## src/shared/frame_crc_regs.svh

```systemverilog
/*
  register map, field positions, reset values and timing counts of the
  frame crc and transmit data block.
  assumes a 32-bit ahb-lite bus, one register per aligned word.
*/
`ifndef FRAME_CRC_REGS_SVH
`define FRAME_CRC_REGS_SVH

// ==========================================================
// register indices; byte address is four times the index
`define IDX_TX_CRC_SETUP 8'h2c
`define IDX_RX_CRC_SETUP 8'h2d
`define IDX_TX_LAST_BYTE 8'h2e
`define IDX_TX_PULSE_WIDTH 8'h2f
`define IDX_TX_BURST_LENGTH 8'h30
`define IDX_FRAME_STATUS 8'h3f

// ==========================================================
// field positions
`define F_APPEND 0
`define F_COMPL 1
`define F_KIND_LO 2
`define F_KIND_HI 3
`define F_PRE_LO 4
`define F_PRE_HI 6
`define F_STORE 7
`define F_LAST_LO 0
`define F_LAST_HI 2
`define F_PAYLOAD 3
`define F_GRID 4
`define F_B0_LO 0
`define F_B0_HI 2
`define F_B1_LO 4
`define F_B1_HI 6
`define F_ST_ERR 0
`define F_ST_BUSY 1

// ==========================================================
// reset values and write masks
`define RST_TX_CRC 8'h00
`define RST_RX_CRC 8'h00
`define RST_LAST 8'h08
`define RST_WIDTH 8'h00
`define RST_BURST 8'h00
`define MASK_TX_CRC 8'h7f
`define MASK_LAST 8'h1f
`define MASK_BURST 8'h77

// ==========================================================
// crc kinds, preset codes, polynomials (lsb-first form)
`define KIND_CRC5 2'h0
`define KIND_CRC8 2'h1
`define KIND_CRC16 2'h2
`define PRE_USER 3'h6
`define POLY5 16'h0014
`define POLY8 16'h00b8
`define POLY16 16'h8408
`define WIDTH5 5'h05
`define WIDTH8 5'h08
`define WIDTH16 5'h10

// ==========================================================
// timing: one etu in ns and in 8 ns clocks
`define CLK_MHZ 125
`define ETU_NS 9440
`define ETU_CYCLES ((`ETU_NS * `CLK_MHZ) / 1000)
`define MID_BIT (`ETU_CYCLES / 2)

`endif

```

## src/shared/frame_crc_pkg.sv

```systemverilog
/*
  types shared by the frame crc block.
  assumes frame_crc_regs.svh is compiled alongside.
*/
package frame_crc_pkg;
  typedef enum logic [2:0] {
    st_idle, st_align, st_data, st_crc, st_symbol
  } tx_state_e;
  typedef logic [15:0] crc_t;
endpackage : frame_crc_pkg

```

## src/rtl/frame_crc_engine.sv

```systemverilog
/*
  ahb-lite register slave, serial transmit framer with crc append,
  modulation pulse and burst length decode, and receive crc checker.
  assumes single word transfers, one etu counter on hclk, and bytes
  from the transmit source offered before each byte boundary.
*/
// Function
// crc kind code 0 is crc5, 1 crc8, 2 crc16; 3 reserved
// transmit append bit set appends computed crc to outgoing frame
// transmit complement bit inverts the crc before it is sent
// crc16 presets: 0000, 6363, a671, fffe, ffff for codes 0,1,2,3,7
// crc8 presets 00,12,bf,fd,ff; crc5 presets 00,12,1f
// preset code 6 selects user value; codes 4 and 5 unused
// user presets come from nonvolatile configuration inputs
// receive preset codes map exactly like transmit presets
// store bit copies received crc bytes out; else only checked
// software sets store bit when received crc is not byte aligned
// receive complement bit checks against inverted crc
// check bit set flags mismatch; clear leaves flag unchanged
// grid bit keeps frame starts on whole etu multiples
// payload bit clear sends one symbol pattern only, no data
// last byte count sends that many low bits; zero sends eight
// modulation pulse lasts width register plus one clocks
// pulse cut at bit end; start set by pulse start kind
// pulse width used only with miller; also for start/stop symbols
// burst sizes: symbol one bits 6..4, symbol zero bits 2..0
// burst codes 0..7 give 8,16,32,48,64,96,128,256 bits
// crc sent right after last data bit, lsb first
`include "frame_crc_regs.svh"

module frame_crc_engine (
  input wire logic hclk, // bus clock
  input wire logic hresetn, // async reset, active low
  input wire logic hsel, // slave select
  input wire logic [31:0] haddr, // byte address
  input wire logic [1:0] htrans, // transfer type
  input wire logic hwrite, // write when high
  input wire logic [2:0] hsize, // transfer size
  input wire logic [31:0] hwdata, // write data
  input wire logic hready, // bus ready
  output logic [31:0] hrdata, // read data
  output logic hreadyout, // slave ready
  output logic hresp, // always okay
  input wire logic [15:0] nv_preset16, // user crc16 preset
  input wire logic [7:0] nv_preset8, // user crc8 preset
  input wire logic [4:0] nv_preset5, // user crc5 preset
  input wire logic tx_start, // start frame pulse
  input wire logic tx_byte_valid, // byte offered
  input wire logic [7:0] tx_byte_data, // byte value
  input wire logic tx_byte_last, // byte is final
  output logic tx_byte_ready, // byte taken
  output logic tx_bit, // serial bit, lsb first
  output logic tx_bit_strobe, // one pulse per bit
  output logic tx_symbol, // symbol-only pattern
  output logic tx_pulse, // modulation pulse
  input wire logic miller_on, // miller modulation in use
  input wire logic pulse_start_kind, // 0 bit start, 1 mid bit
  output logic [8:0] symbol_one_burst_size, // burst bits
  output logic [8:0] symbol_zero_burst_size, // burst bits
  input wire logic rx_bit_valid, // received bit strobe
  input wire logic rx_bit, // received bit
  input wire logic rx_frame_end, // frame end pulse
  output logic [15:0] rx_crc_bytes, // received crc field
  output logic rx_crc_store_valid, // crc field offered
  output logic rx_crc_error // sticky mismatch flag
);
  // ========================================================
  // functions
  function automatic frame_crc_pkg::crc_t crc_step(
    input logic [1:0] kind, input frame_crc_pkg::crc_t c, input logic b);
    logic fb;
    frame_crc_pkg::crc_t p;
    fb = c[0] ^ b;
    p = (kind == `KIND_CRC16) ? `POLY16 :
        (kind == `KIND_CRC8) ? `POLY8 : `POLY5;
    crc_step = fb ? ((c >> 1) ^ p) : (c >> 1);
  endfunction : crc_step

  function automatic logic [4:0] crc_width(input logic [1:0] kind);
    crc_width = (kind == `KIND_CRC16) ? `WIDTH16 :
                (kind == `KIND_CRC8) ? `WIDTH8 : `WIDTH5;
  endfunction : crc_width

  function automatic frame_crc_pkg::crc_t crc_preset(
    input logic [1:0] kind, input logic [2:0] sel,
    input logic [15:0] u16, input logic [7:0] u8, input logic [4:0] u5);
    frame_crc_pkg::crc_t v16, v8, v5;
    case (sel)
      3'h0: begin v16 = 16'h0000; v8 = 16'h0000; v5 = 16'h0000; end
      3'h1: begin v16 = 16'h6363; v8 = 16'h0012; v5 = 16'h0012; end
      3'h2: begin v16 = 16'ha671; v8 = 16'h00bf; v5 = 16'h0000; end
      3'h3: begin v16 = 16'hfffe; v8 = 16'h00fd; v5 = 16'h0000; end
      `PRE_USER: begin
        v16 = u16; v8 = {8'h00, u8}; v5 = {11'h000, u5};
      end
      3'h7: begin v16 = 16'hffff; v8 = 16'h00ff; v5 = 16'h001f; end
      default: begin v16 = 16'h0000; v8 = 16'h0000; v5 = 16'h0000; end
    endcase
    crc_preset = (kind == `KIND_CRC16) ? v16 :
                 (kind == `KIND_CRC8) ? v8 : v5;
  endfunction : crc_preset

  function automatic logic [8:0] burst_bits(input logic [2:0] code);
    case (code)
      3'h0: burst_bits = 9'h008;
      3'h1: burst_bits = 9'h010;
      3'h2: burst_bits = 9'h020;
      3'h3: burst_bits = 9'h030;
      3'h4: burst_bits = 9'h040;
      3'h5: burst_bits = 9'h060;
      3'h6: burst_bits = 9'h080;
      default: burst_bits = 9'h100;
    endcase
  endfunction : burst_bits

  // ========================================================
  // ahb-lite slave, zero wait states
  logic [7:0] tx_crc_setup, rx_crc_setup, tx_last_byte_control;
  logic [7:0] tx_pulse_width, tx_burst_length;
  logic wr_pend;
  logic [7:0] wr_idx;
  frame_crc_pkg::tx_state_e state;
  wire addr_ok = haddr[1:0] == 2'h0;
  wire take = hsel && hready && htrans[1];
  wire [7:0] a_idx = haddr[9:2];
  wire w_tx = wr_pend && wr_idx == `IDX_TX_CRC_SETUP;
  wire w_rx = wr_pend && wr_idx == `IDX_RX_CRC_SETUP;
  wire w_last = wr_pend && wr_idx == `IDX_TX_LAST_BYTE;
  wire w_width = wr_pend && wr_idx == `IDX_TX_PULSE_WIDTH;
  wire w_burst = wr_pend && wr_idx == `IDX_TX_BURST_LENGTH;
  wire w_stat = wr_pend && wr_idx == `IDX_FRAME_STATUS;
  wire busy = state != frame_crc_pkg::st_idle;
  wire [7:0] status = {6'h00, busy, rx_crc_error};
  wire [7:0] rd_sel =
    (a_idx == `IDX_TX_CRC_SETUP) ? tx_crc_setup :
    (a_idx == `IDX_RX_CRC_SETUP) ? rx_crc_setup :
    (a_idx == `IDX_TX_LAST_BYTE) ? tx_last_byte_control :
    (a_idx == `IDX_TX_PULSE_WIDTH) ? tx_pulse_width :
    (a_idx == `IDX_TX_BURST_LENGTH) ? tx_burst_length :
    (a_idx == `IDX_FRAME_STATUS) ? status : 8'h00;
  assign hreadyout = 1'b1;
  assign hresp = 1'b0;

  always_ff @(posedge hclk or negedge hresetn) begin
    if (!hresetn) begin
      wr_pend <= 1'b0;
      wr_idx <= 8'h00;
      hrdata <= 32'h0000_0000;
    end else begin
      wr_pend <= take && hwrite && addr_ok;
      wr_idx <= a_idx;
      if (take && !hwrite)
        hrdata <= {24'h000000, addr_ok ? rd_sel : 8'h00};
    end
  end

  always_ff @(posedge hclk or negedge hresetn) begin
    if (!hresetn) begin
      tx_crc_setup <= `RST_TX_CRC;
      rx_crc_setup <= `RST_RX_CRC;
      tx_last_byte_control <= `RST_LAST;
      tx_pulse_width <= `RST_WIDTH;
      tx_burst_length <= `RST_BURST;
    end else begin
      if (w_tx) tx_crc_setup <= hwdata[7:0] & `MASK_TX_CRC;
      if (w_rx) rx_crc_setup <= hwdata[7:0];
      if (w_last) tx_last_byte_control <= hwdata[7:0] & `MASK_LAST;
      if (w_width) tx_pulse_width <= hwdata[7:0];
      if (w_burst) tx_burst_length <= hwdata[7:0] & `MASK_BURST;
    end
  end

  // ========================================================
  // field decode
  wire tx_crc_append_on = tx_crc_setup[`F_APPEND];
  wire tx_crc_complement = tx_crc_setup[`F_COMPL];
  wire [1:0] tx_crc_kind = tx_crc_setup[`F_KIND_HI:`F_KIND_LO];
  wire [2:0] tx_crc_preset_select = tx_crc_setup[`F_PRE_HI:`F_PRE_LO];
  wire rx_crc_check_on = rx_crc_setup[`F_APPEND];
  wire rx_crc_complement = rx_crc_setup[`F_COMPL];
  wire [1:0] rx_crc_kind = rx_crc_setup[`F_KIND_HI:`F_KIND_LO];
  wire [2:0] rx_crc_preset_select = rx_crc_setup[`F_PRE_HI:`F_PRE_LO];
  wire rx_crc_store_on = rx_crc_setup[`F_STORE];
  wire [2:0] final_byte_bit_count =
    tx_last_byte_control[`F_LAST_HI:`F_LAST_LO];
  wire send_payload_on = tx_last_byte_control[`F_PAYLOAD];
  wire hold_etu_grid = tx_last_byte_control[`F_GRID];
  wire [7:0] pulse_length_count = tx_pulse_width;
  assign symbol_one_burst_size =
    burst_bits(tx_burst_length[`F_B1_HI:`F_B1_LO]);
  assign symbol_zero_burst_size =
    burst_bits(tx_burst_length[`F_B0_HI:`F_B0_LO]);

  // ========================================================
  // etu counter: free running while the grid bit is set, so grid starts stay aligned
  logic [11:0] etu_cnt;
  wire etu_end = etu_cnt == 12'(`ETU_CYCLES - 1);
  wire grid_restart = tx_start && !hold_etu_grid &&
    state == frame_crc_pkg::st_idle;

  always_ff @(posedge hclk or negedge hresetn) begin
    if (!hresetn) etu_cnt <= 12'h000;
    else if (etu_end || grid_restart) etu_cnt <= 12'h000;
    else etu_cnt <= etu_cnt + 12'h001;
  end

  // ========================================================
  // transmit framer
  logic [7:0] tx_sh;
  logic [2:0] bit_idx;
  logic [4:0] crc_idx;
  logic byte_last;
  frame_crc_pkg::crc_t tx_crc;
  wire [2:0] last_top = final_byte_bit_count - 3'h1;
  wire byte_done = byte_last ? (bit_idx == last_top) : (bit_idx == 3'h7);
  wire go = etu_end || !hold_etu_grid;
  wire align_go = state == frame_crc_pkg::st_align && etu_end;
  wire data_tick = state == frame_crc_pkg::st_data && etu_end;
  assign tx_byte_ready = (align_go && send_payload_on) ||
    (data_tick && byte_done && !byte_last);
  wire load_byte = tx_byte_ready && tx_byte_valid;
  wire frame_over = data_tick && byte_done &&
    (byte_last || !tx_byte_valid);
  frame_crc_pkg::crc_t tx_crc_out;
  assign tx_crc_out = tx_crc_complement ? ~tx_crc : tx_crc;

  always_ff @(posedge hclk or negedge hresetn) begin
    if (!hresetn) state <= frame_crc_pkg::st_idle;
    else begin
      case (state)
        frame_crc_pkg::st_idle:
          if (tx_start) state <= go && grid_restart ?
            frame_crc_pkg::st_align : frame_crc_pkg::st_align;
        frame_crc_pkg::st_align:
          if (etu_end) state <= !send_payload_on ?
            frame_crc_pkg::st_symbol :
            tx_byte_valid ? frame_crc_pkg::st_data :
            frame_crc_pkg::st_idle;
        frame_crc_pkg::st_data:
          if (frame_over) state <= tx_crc_append_on ?
            frame_crc_pkg::st_crc : frame_crc_pkg::st_idle;
        frame_crc_pkg::st_crc:
          if (etu_end && crc_idx == crc_width(tx_crc_kind) - 5'h01)
            state <= frame_crc_pkg::st_idle;
        frame_crc_pkg::st_symbol:
          if (etu_end) state <= frame_crc_pkg::st_idle;
        default: state <= frame_crc_pkg::st_idle;
      endcase
    end
  end

  always_ff @(posedge hclk or negedge hresetn) begin
    if (!hresetn) begin
      tx_sh <= 8'h00;
      bit_idx <= 3'h0;
      crc_idx <= 5'h00;
      byte_last <= 1'b0;
      tx_crc <= 16'h0000;
    end else begin
      if (state == frame_crc_pkg::st_idle) begin
        tx_crc <= crc_preset(tx_crc_kind, tx_crc_preset_select,
          nv_preset16, nv_preset8, nv_preset5);
        crc_idx <= 5'h00;
      end
      if (load_byte) begin
        tx_sh <= tx_byte_data;
        byte_last <= tx_byte_last;
        bit_idx <= 3'h0;
      end else if (data_tick) begin
        tx_sh <= tx_sh >> 1;
        bit_idx <= bit_idx + 3'h1;
      end
      if (data_tick)
        tx_crc <= crc_step(tx_crc_kind, tx_crc, tx_sh[0]);
      if (state == frame_crc_pkg::st_crc && etu_end)
        crc_idx <= crc_idx + 5'h01;
    end
  end

  // bit output registered at each etu start
  wire send_bit = data_tick || (state == frame_crc_pkg::st_crc && etu_end);
  always_ff @(posedge hclk or negedge hresetn) begin
    if (!hresetn) begin
      tx_bit <= 1'b0;
      tx_bit_strobe <= 1'b0;
      tx_symbol <= 1'b0;
    end else begin
      tx_bit_strobe <= send_bit;
      if (data_tick) tx_bit <= tx_sh[0];
      else if (state == frame_crc_pkg::st_crc && etu_end)
        tx_bit <= tx_crc_out[crc_idx[3:0]];
      if (state == frame_crc_pkg::st_align && etu_end)
        tx_symbol <= !send_payload_on;
      else if (state == frame_crc_pkg::st_symbol && etu_end)
        tx_symbol <= 1'b0;
    end
  end

  // ========================================================
  // modulation pulse: from start position, width+1 clocks,
  // truncated where the etu counter wraps at bit end
  wire [11:0] pulse_base = pulse_start_kind ?
    12'(`MID_BIT) : 12'h000;
  wire [11:0] pulse_off = etu_cnt - pulse_base;
  wire in_bit = state == frame_crc_pkg::st_data ||
    state == frame_crc_pkg::st_crc || state == frame_crc_pkg::st_symbol;
  wire pause_bit = tx_symbol || !tx_bit;
  wire next_pulse = miller_on && in_bit && pause_bit &&
    etu_cnt >= pulse_base &&
    pulse_off <= {4'h0, pulse_length_count};
  always_ff @(posedge hclk or negedge hresetn) begin
    if (!hresetn) tx_pulse <= 1'b0;
    else tx_pulse <= next_pulse && !etu_end;
  end

  // ========================================================
  // receive checker: crc runs over bits leaving a window that
  // holds the last crc-width bits, which are the received crc
  frame_crc_pkg::crc_t rx_crc, rx_win;
  logic [4:0] rx_fill;
  logic rx_active;
  wire [4:0] rx_w = crc_width(rx_crc_kind);
  wire win_full = rx_fill == rx_w;
  wire [15:0] win_mask = 16'((17'h00001 << rx_w) - 17'h00001);
  frame_crc_pkg::crc_t rx_expect;
  assign rx_expect = (rx_crc_complement ? ~rx_crc : rx_crc) &
    win_mask;
  wire [3:0] top = rx_w[3:0] - 4'h1;
  wire mismatch = rx_active && rx_expect != (rx_win & win_mask);
  wire set_err = rx_frame_end && rx_crc_check_on && mismatch;
  wire clr_err = w_stat && hwdata[`F_ST_ERR];

  always_ff @(posedge hclk or negedge hresetn) begin
    if (!hresetn) begin
      rx_crc <= 16'h0000;
      rx_win <= 16'h0000;
      rx_fill <= 5'h00;
      rx_active <= 1'b0;
    end else if (rx_frame_end) begin
      rx_crc <= crc_preset(rx_crc_kind, rx_crc_preset_select,
        nv_preset16, nv_preset8, nv_preset5);
      rx_fill <= 5'h00;
      rx_active <= 1'b0;
    end else if (rx_bit_valid) begin
      rx_active <= 1'b1;
      if (!rx_active)
        rx_crc <= crc_preset(rx_crc_kind, rx_crc_preset_select,
          nv_preset16, nv_preset8, nv_preset5);
      else if (win_full)
        rx_crc <= crc_step(rx_crc_kind, rx_crc, rx_win[0]);
      // mask drops bits left above the window by a wider crc kind
      rx_win <= ((rx_win >> 1) & (win_mask >> 1)) | (16'(rx_bit) << top);
      if (!rx_active) rx_fill <= 5'h01;
      else if (!win_full) rx_fill <= rx_fill + 5'h01;
    end
  end

  always_ff @(posedge hclk or negedge hresetn) begin
    if (!hresetn) begin
      rx_crc_error <= 1'b0;
      rx_crc_bytes <= 16'h0000;
      rx_crc_store_valid <= 1'b0;
    end else begin
      if (set_err) rx_crc_error <= 1'b1;
      else if (clr_err) rx_crc_error <= 1'b0;
      rx_crc_store_valid <= rx_frame_end && rx_active &&
        rx_crc_store_on;
      if (rx_frame_end) rx_crc_bytes <= rx_win & win_mask;
    end
  end

  // ========================================================
  // checks
  wire crc_plain_bit = tx_crc[crc_idx[3:0]];
  wire [15:0] p7 = crc_preset(`KIND_CRC16, 3'h7, nv_preset16,
    nv_preset8, nv_preset5);
  preset_table_a: assert property (@(posedge hclk) disable iff (!hresetn)
    p7 == 16'hffff) else $error("crc16 code 7 preset wrong");
  crc_append_a: assert property (@(posedge hclk) disable iff (!hresetn)
    frame_over && tx_crc_append_on |=> state == frame_crc_pkg::st_crc)
    else $error("crc not appended after data");
  no_append_a: assert property (@(posedge hclk) disable iff (!hresetn)
    frame_over && !tx_crc_append_on |=> state == frame_crc_pkg::st_idle)
    else $error("crc sent while disabled");
  crc_invert_a: assert property (@(posedge hclk) disable iff (!hresetn)
    state == frame_crc_pkg::st_crc && etu_end |=>
    tx_bit == ($past(tx_crc_complement) ^ $past(crc_plain_bit)))
    else $error("crc bit polarity wrong");
  symbol_only_a: assert property (@(posedge hclk) disable iff (!hresetn)
    align_go && !send_payload_on |=> tx_symbol && !tx_byte_ready)
    else $error("payload sent in symbol mode");
  grid_start_a: assert property (@(posedge hclk) disable iff (!hresetn)
    state == frame_crc_pkg::st_idle && tx_start && hold_etu_grid |=>
    state == frame_crc_pkg::st_align &&
    (etu_cnt != 12'h000 || $past(etu_end)))
    else $error("grid start moved the etu counter");
  err_hold_a: assert property (@(posedge hclk) disable iff (!hresetn)
    !rx_crc_check_on && !clr_err |=> rx_crc_error == $past(rx_crc_error))
    else $error("error flag changed while check off");
  err_set_a: assert property (@(posedge hclk) disable iff (!hresetn)
    set_err |=> rx_crc_error) else $error("mismatch not flagged");
  store_gate_a: assert property (@(posedge hclk) disable iff (!hresetn)
    rx_crc_store_valid |-> $past(rx_crc_store_on))
    else $error("crc stored while store off");
  pulse_len_a: assert property (@(posedge hclk) disable iff (!hresetn)
    tx_pulse |-> $past(pulse_off) <= {4'h0, $past(pulse_length_count)}
    && $past(miller_on)) else $error("pulse too long");
  burst_map_a: assert property (@(posedge hclk) disable iff (!hresetn)
    tx_burst_length[`F_B1_HI:`F_B1_LO] == 3'h7 |->
    symbol_one_burst_size == 9'h100)
    else $error("burst code 7 not 256 bits");
endmodule : frame_crc_engine

```

## config.mk

```make
export PLATFORM = sky130hd
export DESIGN_NAME = frame_crc_engine
export DESIGN_NICKNAME = d
export VERILOG_FILES = /design/src/shared/frame_crc_pkg.sv /design/src/rtl/frame_crc_engine.sv
export VERILOG_INCLUDE_DIRS = /design/src /design/src/shared
export SDC_FILE = /design/constraint.sdc
export NUM_CORES = 1
export LEC_CHECK = 0
export ABC_CLOCK_PERIOD_IN_PS = 3710
export BUFFER_PORTS_ARGS = -buffer_cell sky130_fd_sc_hd__buf_2
export CAP_MARGIN = 20
export CORE_MARGIN = 2
export CORE_UTILIZATION = 38
export CTS_BUF_LIST = sky130_fd_sc_hd__clkbuf_4 sky130_fd_sc_hd__clkbuf_8
export DETAILED_ROUTE_END_ITERATION = 6
export GPL_ROUTABILITY_DRIVEN = 0
export PLACE_DENSITY_LB_ADDON = 0.3
export SYNTH_ARGS = -nofsm -noshare
export SYNTH_HDL_FRONTEND = slang
export SYNTH_SLANG_ARGS = --single-unit
```

## constraint.sdc

```tcl
create_clock -name hclk -period 3.71 [get_ports hclk]
set_clock_uncertainty 0.1 [all_clocks]
set_input_delay 0.371 -clock hclk [delete_from_list [all_inputs] [get_ports hclk]]
set_output_delay 0.371 -clock hclk [all_outputs]
set_load 0.01 [all_outputs]
```

==> reports/summary.txt <==
status -> finished clean
Mean Syn Cell Area -> 8.76 µm²
Synth area leaders -> dfrtp_1 (41%), nand2_1 (5.8%), o21ai_0 (5.2%)
All-Layer GR Usage -> 19.0%
input/output buffers -> 111
clock sink count -> 159
RSZ-0062 raised after global routing -> no
Max Buffers Root-to-Sink -> 2
Compound-Gate Fraction of Synth Area -> 17.7%
Arrival @ worst endpoint -> 2540 ps
first-pass iteration count of the detailed router -> 5
Critical Path Start -> etu_cnt[7]
CTS tree -> done
Mapped Area -> 0.00959 mm²
EDFF count, synth -> 0
Worst EP required -> 3240 ps
post-synthesis mux area share -> 6.35%
Chip Width -> 163 µm
Unique masters post-synth -> 74
crit path kind -> reg -> out
antenna-violating nets left -> 0
Sw Pwr -> 1030 µW
setup TNS -> 0 ps
Finished Core Util -> 43.3%
max_slew headroom -> 46.7%
startpoint types -> flip-flop
post-synthesis sequential element count -> 159
Crit path largest cell delay -> 500 ps
Synth Area in Simple Gates -> 19.1%
Worst path slowest cell -> dfrtp_1
internal power -> 2660 µW
FFs w/ async S/R, synth -> 100%
DRC Markers -> 0
Crit Reg-Reg Startpoint -> etu_cnt[1]
Max FO, Critical Path -> 8
Leakage -> 0.00486 µW
clock network power share -> 38.4%
DRT iter0 DRCs -> 651
Warnings, synthesis -> 0
initial antenna violation count -> 0
Seq pwr share -> 50.3%
top cell type's share of synthesized area -> 41.2%
Total Wirelength -> 24700 µm
layout cells sized above 1 -> 17.6%
Final Critical Period -> 3010 ps
class of the worst hold path -> in -> reg
Final WS setup -> 703 ps
Reg clk slew, reported paths -> 100 ps
fmax -> 333 MHz
Core Area -> 0.0250 mm²
pre-CTS WS -> 663 ps
Worst Tran Pin Value -> 800 ps
routed len/inst -> 16.2 µm
switch share -> 28.0%
post-synthesis adder-cell area fraction -> 3.34%
Rows -> 58
Max-cap violations -> 0
initial core utilization -> 38.4%
Hold Vio Cnt, Final -> 0
power share of the combinational group -> 11.3%
Tcrit/Tclk final -> 81.1%
CP endpoint kind -> primary output
register area -> 0.00398 mm²
Die H -> 163 µm
pin count of the biggest net entering global routing -> 79
Final nets -> 1327
H-tree lvl count -> 4
IO Count -> 194
Die ar. -> 0.0265 mm²
cells along the critical path -> nor4b_2 -> and4_1 -> nand3_4 -> or3_4 -> o22ai_1 -> buf_2
post-synthesis sequential area ratio -> 41.5%
post-detail-place hpwl -> 18300 µm
dominant cell type by area after synthesis -> dfrtp_1
Synth-to-Final Area Change -> 12.8%
vias in the first global route -> 7504
Final Max Slew Viols -> 0
Cell Pwr Density -> 341 mW/mm²
largest family of logic cells by synthesized area -> simple AND/OR/NAND/NOR gates
first-pass GRT wire length -> 40100 µm
multi-input logic area -> 0.00504 mm²
vias per cell -> 5.27
Primary FF master, synth -> dfrtp_1
Max VDD drop -> 202 µV
CTS Root Cell -> clkbuf_8
Vias -> 8039
Inserted Clock Buffers -> 17
xor and xnor fraction of the mapped netlist area -> 4.75%
Cells after Synth -> 1095
Gates resized, CTS repair -> 0
total gr overflow -> 0
Filler Cells Inserted -> 2463
hold path start -> tx_byte_data[2]
Finish-stage setup viols -> 0
antenna diode count -> 0
Worst-Skew Late Latency -> 460 ps
-- repair_timing --
action                                  in CTS  in global routing
hold endpoints to repair                    80                  0
endpoints found under the setup margin       0                  0
hold buffers                                 9                  0
setup buffers                                0                  0
-- through the flow --
step                cell area [µm²]  power (µW)  cells  hold WS [ps]
finish                        10800        3690   1526          31.7
global placement              10300        2300   1485           363
floorplan                      9710        2150   1125         -24.6
detailed placement            10300        2300   1485           366
global route                  10800        3860   1526          6.43
CTS                           10800        3730   1526          10.0
-- critical path, delay by kind of cell, from the launching register on --
family | cells | cell delay [ps]
AND/OR/NAND/NOR | 4 | 1250
flip-flops | 1 | 500
AO/OA/AOI/OAI | 1 | 160
buffers and inverters | 1 | 160
-- per-layer routing --
metal  global-route usage (%)  wire, µm  share of wire [%]
met5                        0         0                  0
met3                     2.67       792                3.2
met1                     25.8     11500                 47
met4                     7.36       646                2.6
met2                     30.7     11700                 48
-- state kept, by name, summed over array words and instances (netlist names), 5 cells and up --
signal	flops
rx_crc_bytes	16
rx_crc_setup	8
pulse_length_count	8
tx_crc	16
tx_burst_length	6
hrdata	8
rx_crc	16
tx_last_byte_control	5
rx_fill	5
wr_idx	8
etu_cnt	12
tx_sh	8
tx_crc_setup	7
rx_win	16
crc_idx	5
-- power by group through the flow --
stage / sequential [µW] / clock (µW) / combinational [µW]
floorplan: 1880 / 0 / 264
detailed placement: 1890 / 0 / 413
global route: 1870 / 1520 / 466
CTS: 1860 / 1450 / 421
finish: 1860 / 1420 / 417
global placement: 1890 / 0 / 408
-- path summary, 6_finish.rpt --
kind / endpoint / slack (ps) / cells past startpoint
setup / recovery: tx_byte_ready / 700 / 6
max in group asynchronous: hrdata[5] / 2230 / 3
hold / removal: tx_sh[2] / 30 / 2
setup reg to reg: tx_pulse / 720 / 12
hold reg to reg: rx_crc[0] / 410 / 2
min in group asynchronous: rx_win[14] / 410 / 2
-- area by class of cell --
type | count | area share [%]
flip-flops and latches | 159 | 36.8
inverters | 52 | 1.80
clock buffers | 17 | 2.16
repair buffers | 135 | 7.06
clock inverters | 15 | 1.79
well taps | 330 | 3.82
multi-input cells | 818 | 46.6
-- logic make-up after synthesis --
kind of cell             Yosys count
XOR/XNOR                          52
flip-flops                       159
other                              2
AND/OR/NAND/NOR                  381
AO/OA/AOI/OAI                    279
adder cells (fa/ha/maj)           25
buffers and inverters            148
multiplexers                      49
-- cells in the mapped netlist (all sizes together) (8+ instances only) --
library cell	number
and3	10
nor2b	15
nor2	67
nand2b	21
xnor2	27
inv	52
clkbuf	51
a21oi	63
o21ai	115
nor3	28
o221ai	8
mux2i	11
or3	8
o31ai	8
dfrtp	158
nand4	14
nand2	148
buf	45
o22ai	14
xor2	25
mux2	34
nand3	44
ha	24
-- cells in the final DEF, fill, tap and decap left out, types with 11 or more instances in the layout --
cell type / n
ha_1: 24
conb_1: 32
mux2i_1: 11
buf_4: 15
buf_2: 110
o21ai_1: 16
nand3_1: 43
inv_1: 52
xnor2_1: 27
a21oi_1: 63
nand2b_1: 21
o22ai_1: 14
nand4_1: 14
xor2_1: 25
nor2b_1: 15
nor2_1: 66
nand2_1: 148
clkbuf_8: 17
dfrtp_1: 158
o21ai_0: 99
nor3_1: 26
mux2_2: 27
(Power assumes the default switching activity.)
